$ cat config.mk
export PLATFORM = sky130hd
export DESIGN_NAME = xbar_switch_flat
export DESIGN_NICKNAME = d
export VERILOG_FILES = /design/src/core/xbar_pkg.sv /design/src/core/xbar_if.sv /design/src/core/xbar_switch.sv /design/src/flat_wrapper.sv
export VERILOG_INCLUDE_DIRS = /design/src /design/src/core
export SDC_FILE = /design/constraint.sdc
export NUM_CORES = 1
export LEC_CHECK = 0
export BUFFER_PORTS_ARGS = -buffer_cell sky130_fd_sc_hd__buf_2
export CORE_UTILIZATION = 60
export DETAILED_ROUTE_END_ITERATION = 10
export PLACE_DENSITY = 0.86
export SYNTH_ARGS = -nofsm -noshare
export SYNTH_HDL_FRONTEND = slang
export SYNTH_SLANG_ARGS = --single-unit
$ cat constraint.sdc
create_clock -name clk -period 3 [get_ports clk]
set_input_delay 0.6 -clock clk [delete_from_list [all_inputs] [get_ports clk]]
set_output_delay 0.6 -clock clk [all_outputs]
set_load 0.005 [all_outputs]
$ cat src/core/xbar_consts.svh
/*
 * constants for the trigger bus crossbar: pattern geometry, field layout,
 * register offsets of the switch and the host's own command registers.
 * assumes inclusion by bare name from both ends, the checker and the bench.
 */
`ifndef XBAR_CONSTS_SVH
`define XBAR_CONSTS_SVH

`define XB_PINS 7
`define XB_PAT_BITS 56
`define XB_HALF_BITS 28
`define XB_FIELD_BITS 4
`define XB_FLD_OE 0
`define XB_FLD_SEL_LO 1
`define XB_FLD_SEL_HI 3
`define XB_PAT_RESET 56'h00000000000000
// idle levels of {connector trigger, counter 5, counter 2}: the trigger rests high
`define XB_SIG_IDLE 3'h4

// switch registers seen from the host
`define XB_REG_SHIFT_IN 4'h0
`define XB_REG_COMMIT 4'h1

// host command registers
`define HC_REG_PAT_LO 4'h0
`define HC_REG_PAT_HI 4'h1
`define HC_REG_STEER 4'h2
`define HC_REG_GO 4'h3
`define HC_REG_STATUS 4'h4
`define HC_STEER_P2_DRV 0
`define HC_STEER_P2_RCV 1
`define HC_STEER_P4_DRV 2
`define HC_STEER_P4_RCV 3

`endif

$ cat src/core/xbar_pkg.sv
/*
 * types shared by the crossbar switch and its host loader.
 * assumes xbar_consts.svh sits on the include path.
 */
package xbar_pkg;
	typedef logic [6:0] pins_t;
	typedef logic [55:0] pattern_t;
	typedef logic [3:0] field_t;
	typedef logic [3:0] addr_t;
	typedef enum logic [1:0] {
		LD_IDLE = 2'b00,
		LD_SHIFT = 2'b01,
		LD_COMMIT = 2'b10
	} load_state_e;
endpackage

$ cat src/core/xbar_if.sv
/*
 * host-to-switch register path: 8-bit write port plus steering bits.
 * assumes one clock shared by both ends; the bench joins the modports.
 */
interface xbar_if (
	input wire logic clk
);
	import xbar_pkg::*;
	addr_t addr;
	logic [7:0] wdata;
	logic wr;
	logic pin2_drive_steer;
	logic pin2_receive_steer;
	logic pin4_drive_steer;
	logic pin4_receive_steer;

	modport dev (
		input addr,
		input wdata,
		input wr,
		input pin2_drive_steer,
		input pin2_receive_steer,
		input pin4_drive_steer,
		input pin4_receive_steer
	);
	modport host (
		output addr,
		output wdata,
		output wr,
		output pin2_drive_steer,
		output pin2_receive_steer,
		output pin4_drive_steer,
		output pin4_receive_steer
	);
endinterface

$ cat src/core/xbar_switch.sv
/*
 * seven by seven trigger bus crossbar with board pin 2 / pin 4 steering.
 * routing comes from a 56-bit pattern shifted in a bit per write and made
 * live by a commit write; the steering bits act at once, with no commit.
 * assumes host writes over xbar_if on the same clock; pins are resolved
 * by the bench from the output enables (three-signal pins).
 * pin and counter inputs are asynchronous and pass a three-stage filter.
 */
// The address-and-strobe port and the address map are this design's own decisions.
`include "xbar_consts.svh"

module xbar_switch
	import xbar_pkg::*;
(
	// clock and reset
	input wire logic clk,
	input wire logic resetn,
	// register path
	xbar_if.dev bus,
	// board-side pin wires
	input wire pins_t board_in,
	output logic [6:0] board_out,
	output logic [6:0] board_oe,
	// bus-side trigger lines
	input wire pins_t trig_in,
	output logic [6:0] trig_out,
	output logic [6:0] trig_oe,
	// board signals sharing pins 2 and 4
	input wire logic counter2_output,
	input wire logic counter5_output,
	input wire logic ext_timer_trigger_n,
	output logic counter1_gate,
	output logic timer_trigger_n
);
	// routing pattern, pin filters and the board's own pin levels
	pattern_t shift_q;
	pattern_t route_q;
	logic [2:0] board_s1_q, board_s2_q, board_s3_q;
	logic [2:0] drv_q;
	pins_t board_sync_q, board_s2p_q, board_s3p_q;
	pins_t trig_sync_q, trig_s2_q, trig_s3_q;
	pins_t board_v_q, trig_v_q;
	pins_t board_own;

	function automatic field_t field_of(input pattern_t p, input int half, input int pin);
		field_of = p[half * `XB_HALF_BITS + pin * `XB_FIELD_BITS +: `XB_FIELD_BITS];
	endfunction

	// drive steering takes board pin 2 or 4 away from the crossbar for a counter
	function automatic logic steer_takes(input int pin, input logic p2, input logic p4);
		steer_takes = (pin == 2 && p2) || (pin == 4 && p4);
	endfunction

	// shift chain and commit; the first bit written reaches pattern bit 0
	// after 56 writes
	always_ff @(posedge clk) begin
		if (!resetn) begin
			shift_q <= `XB_PAT_RESET;
		end else if (bus.wr && bus.addr == `XB_REG_SHIFT_IN) begin
			shift_q <= {bus.wdata[0], shift_q[55:1]};
		end
	end

	// live routing changes only on a commit, never while bits shift in
	always_ff @(posedge clk) begin
		if (!resetn) begin
			route_q <= `XB_PAT_RESET;
		end else if (bus.wr && bus.addr == `XB_REG_COMMIT) begin
			route_q <= shift_q;
		end
	end

	// board pins: three stages, a change counts when stages two and three agree
	always_ff @(posedge clk) begin
		if (!resetn) begin
			board_sync_q <= '0;
			board_s2p_q <= '0;
			board_s3p_q <= '0;
			board_v_q <= '0;
		end else begin
			board_sync_q <= board_in;
			board_s2p_q <= board_sync_q;
			board_s3p_q <= board_s2p_q;
			for (int i = 0; i < `XB_PINS; i++) begin
				if (board_s2p_q[i] == board_s3p_q[i]) board_v_q[i] <= board_s3p_q[i];
			end
		end
	end

	// trigger lines: the same filter as the board pins
	always_ff @(posedge clk) begin
		if (!resetn) begin
			trig_sync_q <= '0;
			trig_s2_q <= '0;
			trig_s3_q <= '0;
			trig_v_q <= '0;
		end else begin
			trig_sync_q <= trig_in;
			trig_s2_q <= trig_sync_q;
			trig_s3_q <= trig_s2_q;
			for (int i = 0; i < `XB_PINS; i++) begin
				if (trig_s2_q[i] == trig_s3_q[i]) trig_v_q[i] <= trig_s3_q[i];
			end
		end
	end

	// counter outputs and connector trigger; stages start at the idle levels so
	// the release of reset cannot fake a falling edge on the active-low trigger
	always_ff @(posedge clk) begin
		if (!resetn) begin
			board_s1_q <= `XB_SIG_IDLE;
			board_s2_q <= `XB_SIG_IDLE;
			board_s3_q <= `XB_SIG_IDLE;
		end else begin
			board_s1_q <= {ext_timer_trigger_n, counter5_output, counter2_output};
			board_s2_q <= board_s1_q;
			board_s3_q <= board_s2_q;
		end
	end

	// filtered counter and connector levels
	always_ff @(posedge clk) begin
		if (!resetn) begin
			drv_q <= `XB_SIG_IDLE;
		end else begin
			for (int k = 0; k < 3; k++) begin
				if (board_s2_q[k] == board_s3_q[k]) drv_q[k] <= board_s3_q[k];
			end
		end
	end

	// board's own drive on pins 2 and 4; other pins' board signals live elsewhere
	always_comb begin
		board_own = board_v_q;
		if (bus.pin2_drive_steer) board_own[2] = drv_q[0];
		if (bus.pin4_drive_steer) board_own[4] = drv_q[1];
	end

	genvar g;
	generate
		for (g = 0; g < `XB_PINS; g++) begin : g_pin
			// this pin's fields: low half drives the bus line, high half the board pin
			field_t trig_fld;
			field_t board_fld;
			logic [2:0] trig_src;
			logic [2:0] board_src;
			logic board_take;

			assign trig_fld = field_of(route_q, 0, g);
			assign board_fld = field_of(route_q, 1, g);
			assign trig_src = trig_fld[`XB_FLD_SEL_HI:`XB_FLD_SEL_LO];
			assign board_src = board_fld[`XB_FLD_SEL_HI:`XB_FLD_SEL_LO];
			assign board_take = steer_takes(g, bus.pin2_drive_steer, bus.pin4_drive_steer);

			always_ff @(posedge clk) begin
				if (!resetn) begin
					trig_out[g] <= 1'b0;
					trig_oe[g] <= 1'b0;
					board_out[g] <= 1'b0;
					board_oe[g] <= 1'b0;
				end else begin
					trig_oe[g] <= trig_fld[`XB_FLD_OE];
					trig_out[g] <= board_own[trig_src % 3'h7];
					board_oe[g] <= board_fld[`XB_FLD_OE] || board_take;
					if (board_take) begin
						board_out[g] <= (g == 2) ? drv_q[0] : drv_q[1];
					end else begin
						board_out[g] <= trig_v_q[board_src % 3'h7];
					end
				end
			end
		end
	endgenerate

	// gate and trigger inputs taken from the pins when receive steering is set
	always_ff @(posedge clk) begin
		if (!resetn) begin
			counter1_gate <= 1'b0;
			timer_trigger_n <= 1'b1;
		end else begin
			// both pin 2 steers loop counter 2 straight into the gate; software avoids it
			counter1_gate <= bus.pin2_receive_steer ? board_own[2] : 1'b0;
			if (bus.pin4_receive_steer) begin
				timer_trigger_n <= board_own[4];
			end else begin
				// receive clear: the connector pin, not the crossbar, sets the trigger
				timer_trigger_n <= drv_q[2];
			end
		end
	end
endmodule

$ cat src/flat_wrapper.sv
// flat-port wrapper written by rule: the top's interface ports become plain ports
module xbar_switch_flat import xbar_pkg::*;
  (clk, resetn, board_in, board_out, board_oe, trig_in, trig_out, trig_oe, counter2_output, counter5_output, ext_timer_trigger_n, counter1_gate, timer_trigger_n, bus_addr, bus_wdata, bus_wr, bus_pin2_drive_steer, bus_pin2_receive_steer, bus_pin4_drive_steer, bus_pin4_receive_steer);
  xbar_if bus_i (.clk(clk));
  input wire logic clk;
  input wire logic resetn;
  input wire pins_t board_in;
  output logic [6:0] board_out;
  output logic [6:0] board_oe;
  input wire pins_t trig_in;
  output logic [6:0] trig_out;
  output logic [6:0] trig_oe;
  input wire logic counter2_output;
  input wire logic counter5_output;
  input wire logic ext_timer_trigger_n;
  output logic counter1_gate;
  output logic timer_trigger_n;
  input wire logic [$bits(bus_i.addr)-1:0] bus_addr;
  input wire logic [$bits(bus_i.wdata)-1:0] bus_wdata;
  input wire logic [$bits(bus_i.wr)-1:0] bus_wr;
  input wire logic [$bits(bus_i.pin2_drive_steer)-1:0] bus_pin2_drive_steer;
  input wire logic [$bits(bus_i.pin2_receive_steer)-1:0] bus_pin2_receive_steer;
  input wire logic [$bits(bus_i.pin4_drive_steer)-1:0] bus_pin4_drive_steer;
  input wire logic [$bits(bus_i.pin4_receive_steer)-1:0] bus_pin4_receive_steer;
  assign bus_i.addr = bus_addr;
  assign bus_i.wdata = bus_wdata;
  assign bus_i.wr = bus_wr;
  assign bus_i.pin2_drive_steer = bus_pin2_drive_steer;
  assign bus_i.pin2_receive_steer = bus_pin2_receive_steer;
  assign bus_i.pin4_drive_steer = bus_pin4_drive_steer;
  assign bus_i.pin4_receive_steer = bus_pin4_receive_steer;
  xbar_switch u_core (.clk(clk), .resetn(resetn), .bus(bus_i), .board_in(board_in), .board_out(board_out), .board_oe(board_oe), .trig_in(trig_in), .trig_out(trig_out), .trig_oe(trig_oe), .counter2_output(counter2_output), .counter5_output(counter5_output), .ext_timer_trigger_n(ext_timer_trigger_n), .counter1_gate(counter1_gate), .timer_trigger_n(timer_trigger_n));
endmodule
==> impl_results.md, run 1 <==
- Clock buffer depth: 3
- Fin crit share: 0.7555
- Pwr per Cell Area: 627.0 mW/mm^2
- Hold-fix buffers, CTS: 0
- Total CTS buffers: 22
- Initial antenna violation count: 0
- Critical Path Source: u_core.route_q[17]
- Worst-Skew Late Latency: 0.50 ns
- Max-Cap Viols: 0
- HP Class: input port to register
- Fmax: 441.2 MHz
- Starting Density: 0.6264
- Synth area leader: dfxtp_1
- DP HPWL: 10240 um
- EDFF count, synth: 0
- Drt wl/cell: 14.64 um
- Vias per inst: 5.807
- # H-tree levels: 1
- DRT iter0 DRCs: 600
- Ys async rst share: 0
- Layout Skew: 0.01112 ns
- Slew HR: 0.5770
- Inst Count DP: 1161
- Clock Pin Slew Worst Setup and Hold Paths: 0.06 ns
- Peak VDD IR: 0.5525 mV
- DIE AREA: 0.01452 mm^2
- Most used cell, CP: ha_1
- Critical Path Sink Type: register
- CTS tree: built
- Final Hold Viols: 0
- Main synth FF type: dfxtp_1
- Register area share after synthesis: 0.4989
- Vias in the first global route: 6512
- Commonest non-fill, non-tap cells in the layout: nand2_1 (249), dfxtp_1 (210), a21oi_1 (176)
- Final core occ: 0.7201
- Setup TNS: 0 ns
- Yosys top cell area share: 0.4989
- Clock tree sinks: 210
- Gr usage total: 0.2449
- Worst path max stage delay: 0.50 ns
- Postcts setup bufs: 0
- Largest net degree at the start of global routing: 75
- WP data arrival: 2.68 ns
- Placer Congestion: 0.8143
- WP buf/inv: 0
- Setup CP Type: register to register
- Count of final max-slew check failures: 0
- Crit start category: register
- CP delay by family, top: compound AO/OA/AOI/OAI gates
- Top cells by area, synth: dfxtp_1 (50%), nand2_1 (11%), a21oi_1 (10%)
- Die width: 120.5 um
- Most common cell after layout, fill and taps aside: nand2_1
- Crit Reg-Reg Startpoint: u_core.route_q[17]
- First-pass GRT wire length: 29470 um
- Ratio of cells with drive above 1 in the final layout: 0.1307
- Flop and latch count out of synthesis: 210
- DRC viols: 0
- # rows: 42
- Post-route ant nets: 0
- Crit path max-delay cell type: dfxtp_1
- Pleak: 3.722 nW
- Post-Syn Area: 0.008427 mm^2
- CP cell instances: ha_1 > ha_1 > nor2_2 > a311o_1 > a2111oi_2 > o32ai_1 > a221oi_2
- Area Growth Syn to Fin: 14.97%
- Req. time, crit path: 3.41 ns
- Total Power: 6.074 mW
- Core Area: 0.01345 mm^2
- Status: completed
- CTS root buf: clkbuf_16
- Post-Syn Nets: 1038
- Post-CTS sizing: 0
- PortBufs: 58
- Cells after Synth: 974
- Fillers: 982
- I/O pin cnt: 66
- RSZ-0062 raised after global routing: false
- Nets: 1073
- Finished Layout Cells: 1201
- DIE HEIGHT: 120.5 um
- Syn avg cell area: 8.652 um^2
- Via count: 6974
- Hold Crit Start: ext_timer_trigger_n
- Top flop regs: u_core.route_q x56, u_core.shift_q x56
- Diode count: 0
- Pre-Repair DR Iteration Count: 5
- Yosys Warn Count: 0
- Tmin final: 2.266 ns
- Final wirelength: 17580 um
- Worst-path maximum fanout: 8
- Synth cell types: 38
- GR Overflow Total: 0
- Final setup fails: 0
- Slew @ Worst Pin: 0.6345 ns
## cell usage after synthesis (all sizes together) (2+ instances only)
master and number:
nand2 250, dfxtp 210, a21oi 176, and2 61, clkbuf 47, ha 28
o22ai 27, o21ai 24, mux2i 19, nor2 18, nand2b 15, mux2 11
nand3 11, mux4 10, buf 9, nor3 8, inv 7, nor3b 6
a211oi 5, o31ai 5, and3 4, o21a 4, o2bb2ai 3, a41o 2
nand4 2, nor4 2, o211ai 2
## through the flow
step	setup slack, ns	area (um^2)	hold slack [ns]
finish	0.7336	9688	0.2913
global route	0.5715	9688	0.2961
CTS	0.7283	9688	0.2784
detailed placement	0.7518	8827	0.4105
global placement	0.8300	8827	0.3887
floorplan	1.022	8427	0.3863
## worst reg2reg max path: stages (launching register included)
cell,delay (ns)
dfxtp_1,0.50
ha_1,0.21
ha_1,0.29
nor2_2,0.08
a311o_1,0.40
a2111oi_2,0.35
o32ai_1,0.14
a221oi_2,0.22
## final cells by class
type                            count  area (um^2)  area share
Clock buffer                       30        651.9     0.06729
Clock inverter                     10        209.0     0.02157
Inverter                            7        28.78    0.002970
Multi-Input combinational cell    701         3991      0.4120
Sequential cell                   210         4204      0.4339
Tap cell                          176        220.2     0.02273
Timing Repair Buffer               67        382.9     0.03952
## kinds of logic after synthesis
kind of cell,synth area share
compound gates,0.1672
fa+ha+maj,0.04157
buf+inv,0.02895
flops,0.4989
simple gates,0.1994
mux,0.06399
## per-layer routing
layer  up-vias  GRT usage  part of all wire
met4         0    0.09954             0.031
met1      3315     0.2826              0.41
met2       187     0.4533              0.52
met3        48    0.03302             0.042
li1       3424          -                 -
met5         -          0                 0
## power breakdown
group	total, mW	switching, mW	internal (mW)
registers	2.83	0.0122	2.82
logic	0.119	0.0788	0.0407
clock network	3.12	1.08	2.04
## final timing paths
kind                               end  cells past startpoint  slack, ns
setup / recovery    u_core.trig_out[4]                      7       0.73
hold / removal    u_core.board_s1_q[2]                      2       0.29
setup reg to reg    u_core.trig_out[4]                      7       0.73
hold reg to reg   u_core.board_s2_q[2]                      1       0.42
Note: power is estimated with default switching activity, not from simulation.
==> inputs of run 2 (changes only) <==
Settings changed: CORE_UTILIZATION 60 to 59, PLACE_DENSITY 0.86 to 0.85.
Clock period 3 ns to 2.3 ns, I/O delays scaled along.
==> run 2 against run 1 <==
Compared with the run above:
- sequential share of layout area grew 0.30 points
- core utilization shrank 2.7 points
- die area grew 1.7%
- sequential cell count is the same
- maximum frequency grew 4.4%
- largest cell class unchanged
- critical path depth is the same
==> impl_results.md, run 2 (synthesis results as in run 1) <==
- Pre-Repair DR Iteration Count: 6
- DIE HEIGHT: 121.5 um
- Clock buffer depth: 3
- Tmin final: 2.170 ns
- Top flop regs: u_core.route_q x56, u_core.shift_q x56
- Crit start category: register
- RSZ-0062 raised after global routing: false
- Clock Pin Slew Worst Setup and Hold Paths: 0.06 ns
- Fillers: 1069
- Postcts setup bufs: 0
- Via count: 6948
- Worst path max stage delay: 0.41 ns
- Critical Path Sink Type: register
- CTS tree: built
- Req. time, crit path: 2.70 ns
- GR Overflow Total: 0
- Fmax: 460.8 MHz
- Clock tree sinks: 210
- Slew HR: 0.5802
- # H-tree levels: 1
- Area Growth Syn to Fin: 14.18%
- Final Hold Viols: 0
- DRT iter0 DRCs: 557
- Count of final max-slew check failures: 0
- Total CTS buffers: 22
- Final core occ: 0.6932
- DIE AREA: 0.01476 mm^2
- Nets: 1078
- Gr usage total: 0.2421
- Setup TNS: 0 ns
- Final setup fails: 0
- CP cell instances: ha_1 > ha_1 > nor2_2 > a311o_1 > a2111oi_2 > o32ai_1 > a221oi_2
- Crit path max-delay cell type: dfxtp_1
- Drt wl/cell: 14.59 um
- Die width: 121.5 um
- PortBufs: 58
- Pleak: 3.685 nW
- Slew @ Worst Pin: 0.6297 ns
- Setup CP Type: register to register
- First-pass GRT wire length: 29330 um
- Ratio of cells with drive above 1 in the final layout: 0.1350
- # rows: 43
- Pwr per Cell Area: 762.1 mW/mm^2
- HP Class: input port to register
- Worst-Skew Late Latency: 0.50 ns
- Largest net degree at the start of global routing: 57
- DRC viols: 0
- Status: completed
- Hold-fix buffers, CTS: 0
- Starting Density: 0.6071
- Most common cell after layout, fill and taps aside: nand2_1
- CTS root buf: clkbuf_16
- Worst-path maximum fanout: 8
- Final wirelength: 17660 um
- Commonest non-fill, non-tap cells in the layout: nand2_1 (249), dfxtp_1 (210), a21oi_1 (176)
- Vias per inst: 5.742
- Initial antenna violation count: 0
- I/O pin cnt: 66
- Peak VDD IR: 0.6443 mV
- DP HPWL: 11030 um
- Diode count: 0
- Core Area: 0.01388 mm^2
- WP data arrival: 2.57 ns
- WHS: 0.1341 ns
- Fin crit share: 0.9435
- Max-Cap Viols: 0
- Placer Congestion: 0.8159
- Layout Skew: 0.01793 ns
- Vias in the first global route: 6451
- Most used cell, CP: ha_1
- Post-route ant nets: 0
[run 2: cell types whose count changed in the layout (fill, tap and decap cells not counted)]
cell | previous run | this run
clkinv_8 | 0 | 1
clkinv_4 | 0 | 1
clkbuf_16 | 23 | 22
bufinv_16 | 6 | 1
inv_6 | 1 | 0
o22ai_1 | 27 | 25
buf_4 | 7 | 11
clkinvlp_4 | 2 | 3
buf_12 | 2 | 3
clkinv_2 | 1 | 3
o22ai_2 | 0 | 2
clkbuf_1 | 2 | 4
[run 2: per-layer routing]
metal / global-route usage / wire, um
met1: 0.2887 / 7298
met2: 0.4393 / 8926
met3: 0.03477 / 973
met4: 0.08796 / 461
met5: 0 / 0
[run 2: worst paths after layout]
check                  startpoint                   end  cells after the start  slack [ns]
max reg2reg    u_core.route_q[18]    u_core.trig_out[4]                      7        0.13
min           ext_timer_trigger_n  u_core.board_s1_q[2]                      2        0.13
max            u_core.route_q[18]    u_core.trig_out[4]                      7        0.13
min reg2reg  u_core.board_s1_q[2]  u_core.board_s2_q[2]                      1        0.41
[run 2: area by class of cell]
class | instances | area, um^2 | share of cell area
clock buffer | 31 | 634.4 | 0.06593
clock inverter | 9 | 92.59 | 0.009623
inverter | 7 | 28.78 | 0.002991
multi-input combinational | 701 | 4004 | 0.4161
sequential | 210 | 4204 | 0.4369
tap | 180 | 225.2 | 0.02341
timing repair buffer | 72 | 432.9 | 0.04499
[run 2: power breakdown]
part	total, mW	switching, mW	internal (mW)	leakage (nW)
logic	0.163	0.105	0.0581	1.64
registers	3.69	0.0162	3.68	1.70
clock network	3.48	1.43	2.05	0.349
total	7.33	1.55	5.78	3.69
[run 2: repair_timing]
item | CTS | global route
hold endpoints to repair | 0 | 0
setup endpoints to repair | 0 | 2
resized for setup | 0 | 2
[run 2: metrics by stage]
step | std cells | cell area [um^2] | total power, mW | worst slack, ns
after global placement | 1170 | 8882 | 3.933 | 0.2298
after floorplan | 974 | 8427 | 3.863 | 0.3215
after detailed placement | 1170 | 8882 | 3.938 | 0.1785
after global routing | 1210 | 9622 | 7.540 | 0.02001
final | 1210 | 9622 | 7.333 | 0.1299
after CTS | 1210 | 9609 | 7.394 | 0.1404
[run 2: critical path, delay by kind of cell (launching register included)]
family                   cells  cell delay, ns
AO/OA/AOI/OAI                4            1.10
AND/OR/NAND/NOR              1            0.07
adder cells (fa/ha/maj)      2            0.50
flip-flops                   1            0.41
==> inputs of run 3 (changes only) <==
Settings changed: CAP_MARGIN from default to 20.
Clock period 2.3 ns to 2 ns, I/O delays scaled along.
==> run 3 against run 2 <==
Compared with the run above:
- non-clock buffer count grew 36
- core utilization grew 3.2 points
- wire length grew 7.2%
==> impl_results.md, run 3 (synthesis results as in run 1) <==
- Top flop regs: u_core.route_q x56, u_core.shift_q x56
- Slew @ Worst Pin: 0.5996 ns
- Crit start category: register
- Clock tree sinks: 210
- Net load switching power: 1.689 mW
- PortBufs: 58
- Area Growth Syn to Fin: 19.42%
- DP HPWL: 11290 um
- Core Area: 0.01388 mm^2
- # H-tree levels: 1
- Pleak: 3.878 nW
- CTS tree: built
- Nets: 1113
- Final Hold Viols: 0
- I/O pin cnt: 66
- Die width: 121.5 um
- Initial antenna violation count: 0
- Inst Count DP: 1204
- Starting Density: 0.6071
- WP buf/inv: 0
- Internal power: 6.730 mW
- Commonest non-fill, non-tap cells in the layout: nand2_1 (249), dfxtp_1 (207), a21oi_1 (175)
- Fmax: 512.1 MHz
- Setup CP Type: register to register
- CTS root buf: clkbuf_16
- Ratio of cells with drive above 1 in the final layout: 0.1798
- Pwr per Cell Area: 836.5 mW/mm^2
- Hold-fix buffers, CTS: 0
- Layout Skew: 0.005249 ns
- DIE AREA: 0.01476 mm^2
- Slew HR: 0.5969
- Count of final max-slew check failures: 0
- Gate power share: 0.023
- DIE HEIGHT: 121.5 um
- Peak VDD IR: 1.183 mV
- Clock Pin Slew Worst Setup and Hold Paths: 0.06 ns
- Finished Cell Area: 0.01006 mm^2
- Vias per inst: 5.692
- # rows: 43
- First-pass GRT wire length: 29460 um
- Total Power: 8.418 mW
- Dpl cell area: 0.009188 mm^2
- Final wirelength: 18920 um
- Sequential Power Share: 0.505
- Clock buffer depth: 3
- CP delay by family, top: multiplexers
- Drt wl/cell: 15.24 um
- WP data arrival: 2.32 ns
- Final setup fails: 0
- Req. time, crit path: 2.37 ns
- Placer Congestion: 0.8461
- Total CTS buffers: 21
- Gr usage total: 0.2476
- Worst-Skew Late Latency: 0.48 ns
- Register area: 0.004210 mm^2
- Finished Layout Cells: 1242
- Multi-input gate area in the final layout: 0.004148 mm^2
- Clock power frac: 0.472
- DRC viols: 0
- HP Class: input port to register
- Sw frac: 0.2006
- GR Overflow Total: 0
- Via count: 7070
- Worst-path maximum fanout: 6
- CP cell instances: ha_1 > ha_2 > a21oi_1 > o22ai_2 > mux4_2 > nand2b_1 > nor3b_1
- Worst path max stage delay: 0.52 ns
- DRT iter0 DRCs: 716
- Vias in the first global route: 6342
- Critical Path Sink Type: register
- Max-Cap Viols: 0
- Post-route ant nets: 0
- Tmin final: 1.953 ns
- Most common cell after layout, fill and taps aside: nand2_1
- Crit path max-delay cell type: mux4_2
- Status: completed
- Pre-Repair DR Iteration Count: 5
- Largest net degree at the start of global routing: 75
- Fillers: 996
- Diode count: 0
- Fin crit share: 0.9764
## run 3: changes by cell type in the layout (fill, tap and decap cells not counted), sizes merged
cell,change
buf,+36
bufinv,+2
clkbuf,-1
clkinv,-2
clkinvlp,-3
## run 3: area by class of cell
| type | instances | area share |
|---|---|---|
| well taps | 180 | 0.02238 |
| clock inverters | 6 | 0.01044 |
| clock buffers | 30 | 0.05856 |
| flip-flops and latches | 210 | 0.4184 |
| inverters | 7 | 0.002860 |
| repair buffers | 108 | 0.07522 |
| multi-input cells | 701 | 0.4122 |
## run 3: final timing paths
kind                        startpoint                    to  slack (ns)  depth (start not counted)
hold / removal     ext_timer_trigger_n  u_core.board_s1_q[2]        0.10                          2
setup / recovery     u_core.route_q[9]    u_core.trig_out[2]        0.05                          7
hold reg to reg   u_core.board_s1_q[2]  u_core.board_s2_q[2]        0.42                          1
setup reg to reg     u_core.route_q[9]    u_core.trig_out[2]        0.05                          7
## run 3: power by group through the flow
stage / sequential (mW) / combinational (mW) / clock (mW)
finish: 4.25 / 0.196 / 3.97
global route: 4.25 / 0.213 / 4.20
CTS: 4.25 / 0.197 / 4.02
detailed placement: 4.34 / 0.195 / 0
global placement: 4.34 / 0.193 / 0
floorplan: 4.33 / 0.109 / 0
## run 3: what timing repair did
item | in CTS | in global routing
resized for setup | 3 | 30
setup endpoints to repair | 4 | 12
setup buffers | 0 | 2
pin swaps | 2 | 7
## run 3: routing by layer
metal	global-route usage	wire, um
met5	0	0
met1	0.2974	7803
met4	0.09259	556
met2	0.4450	9593
met3	0.03618	971
## run 3: stage by stage
stage               utilization  hold WS, ns  setup TNS (ns)  setup slack, ns
floorplan                     -       0.3863               0          0.02153
global placement         0.6619       0.3902               0          0.07292
detailed placement       0.6619       0.4053        -0.03109         -0.03109
CTS                      0.7133      0.08705               0         0.001460
global route             0.7250      0.09129         -0.1041         -0.02809
finish                   0.7250       0.1036               0          0.04718
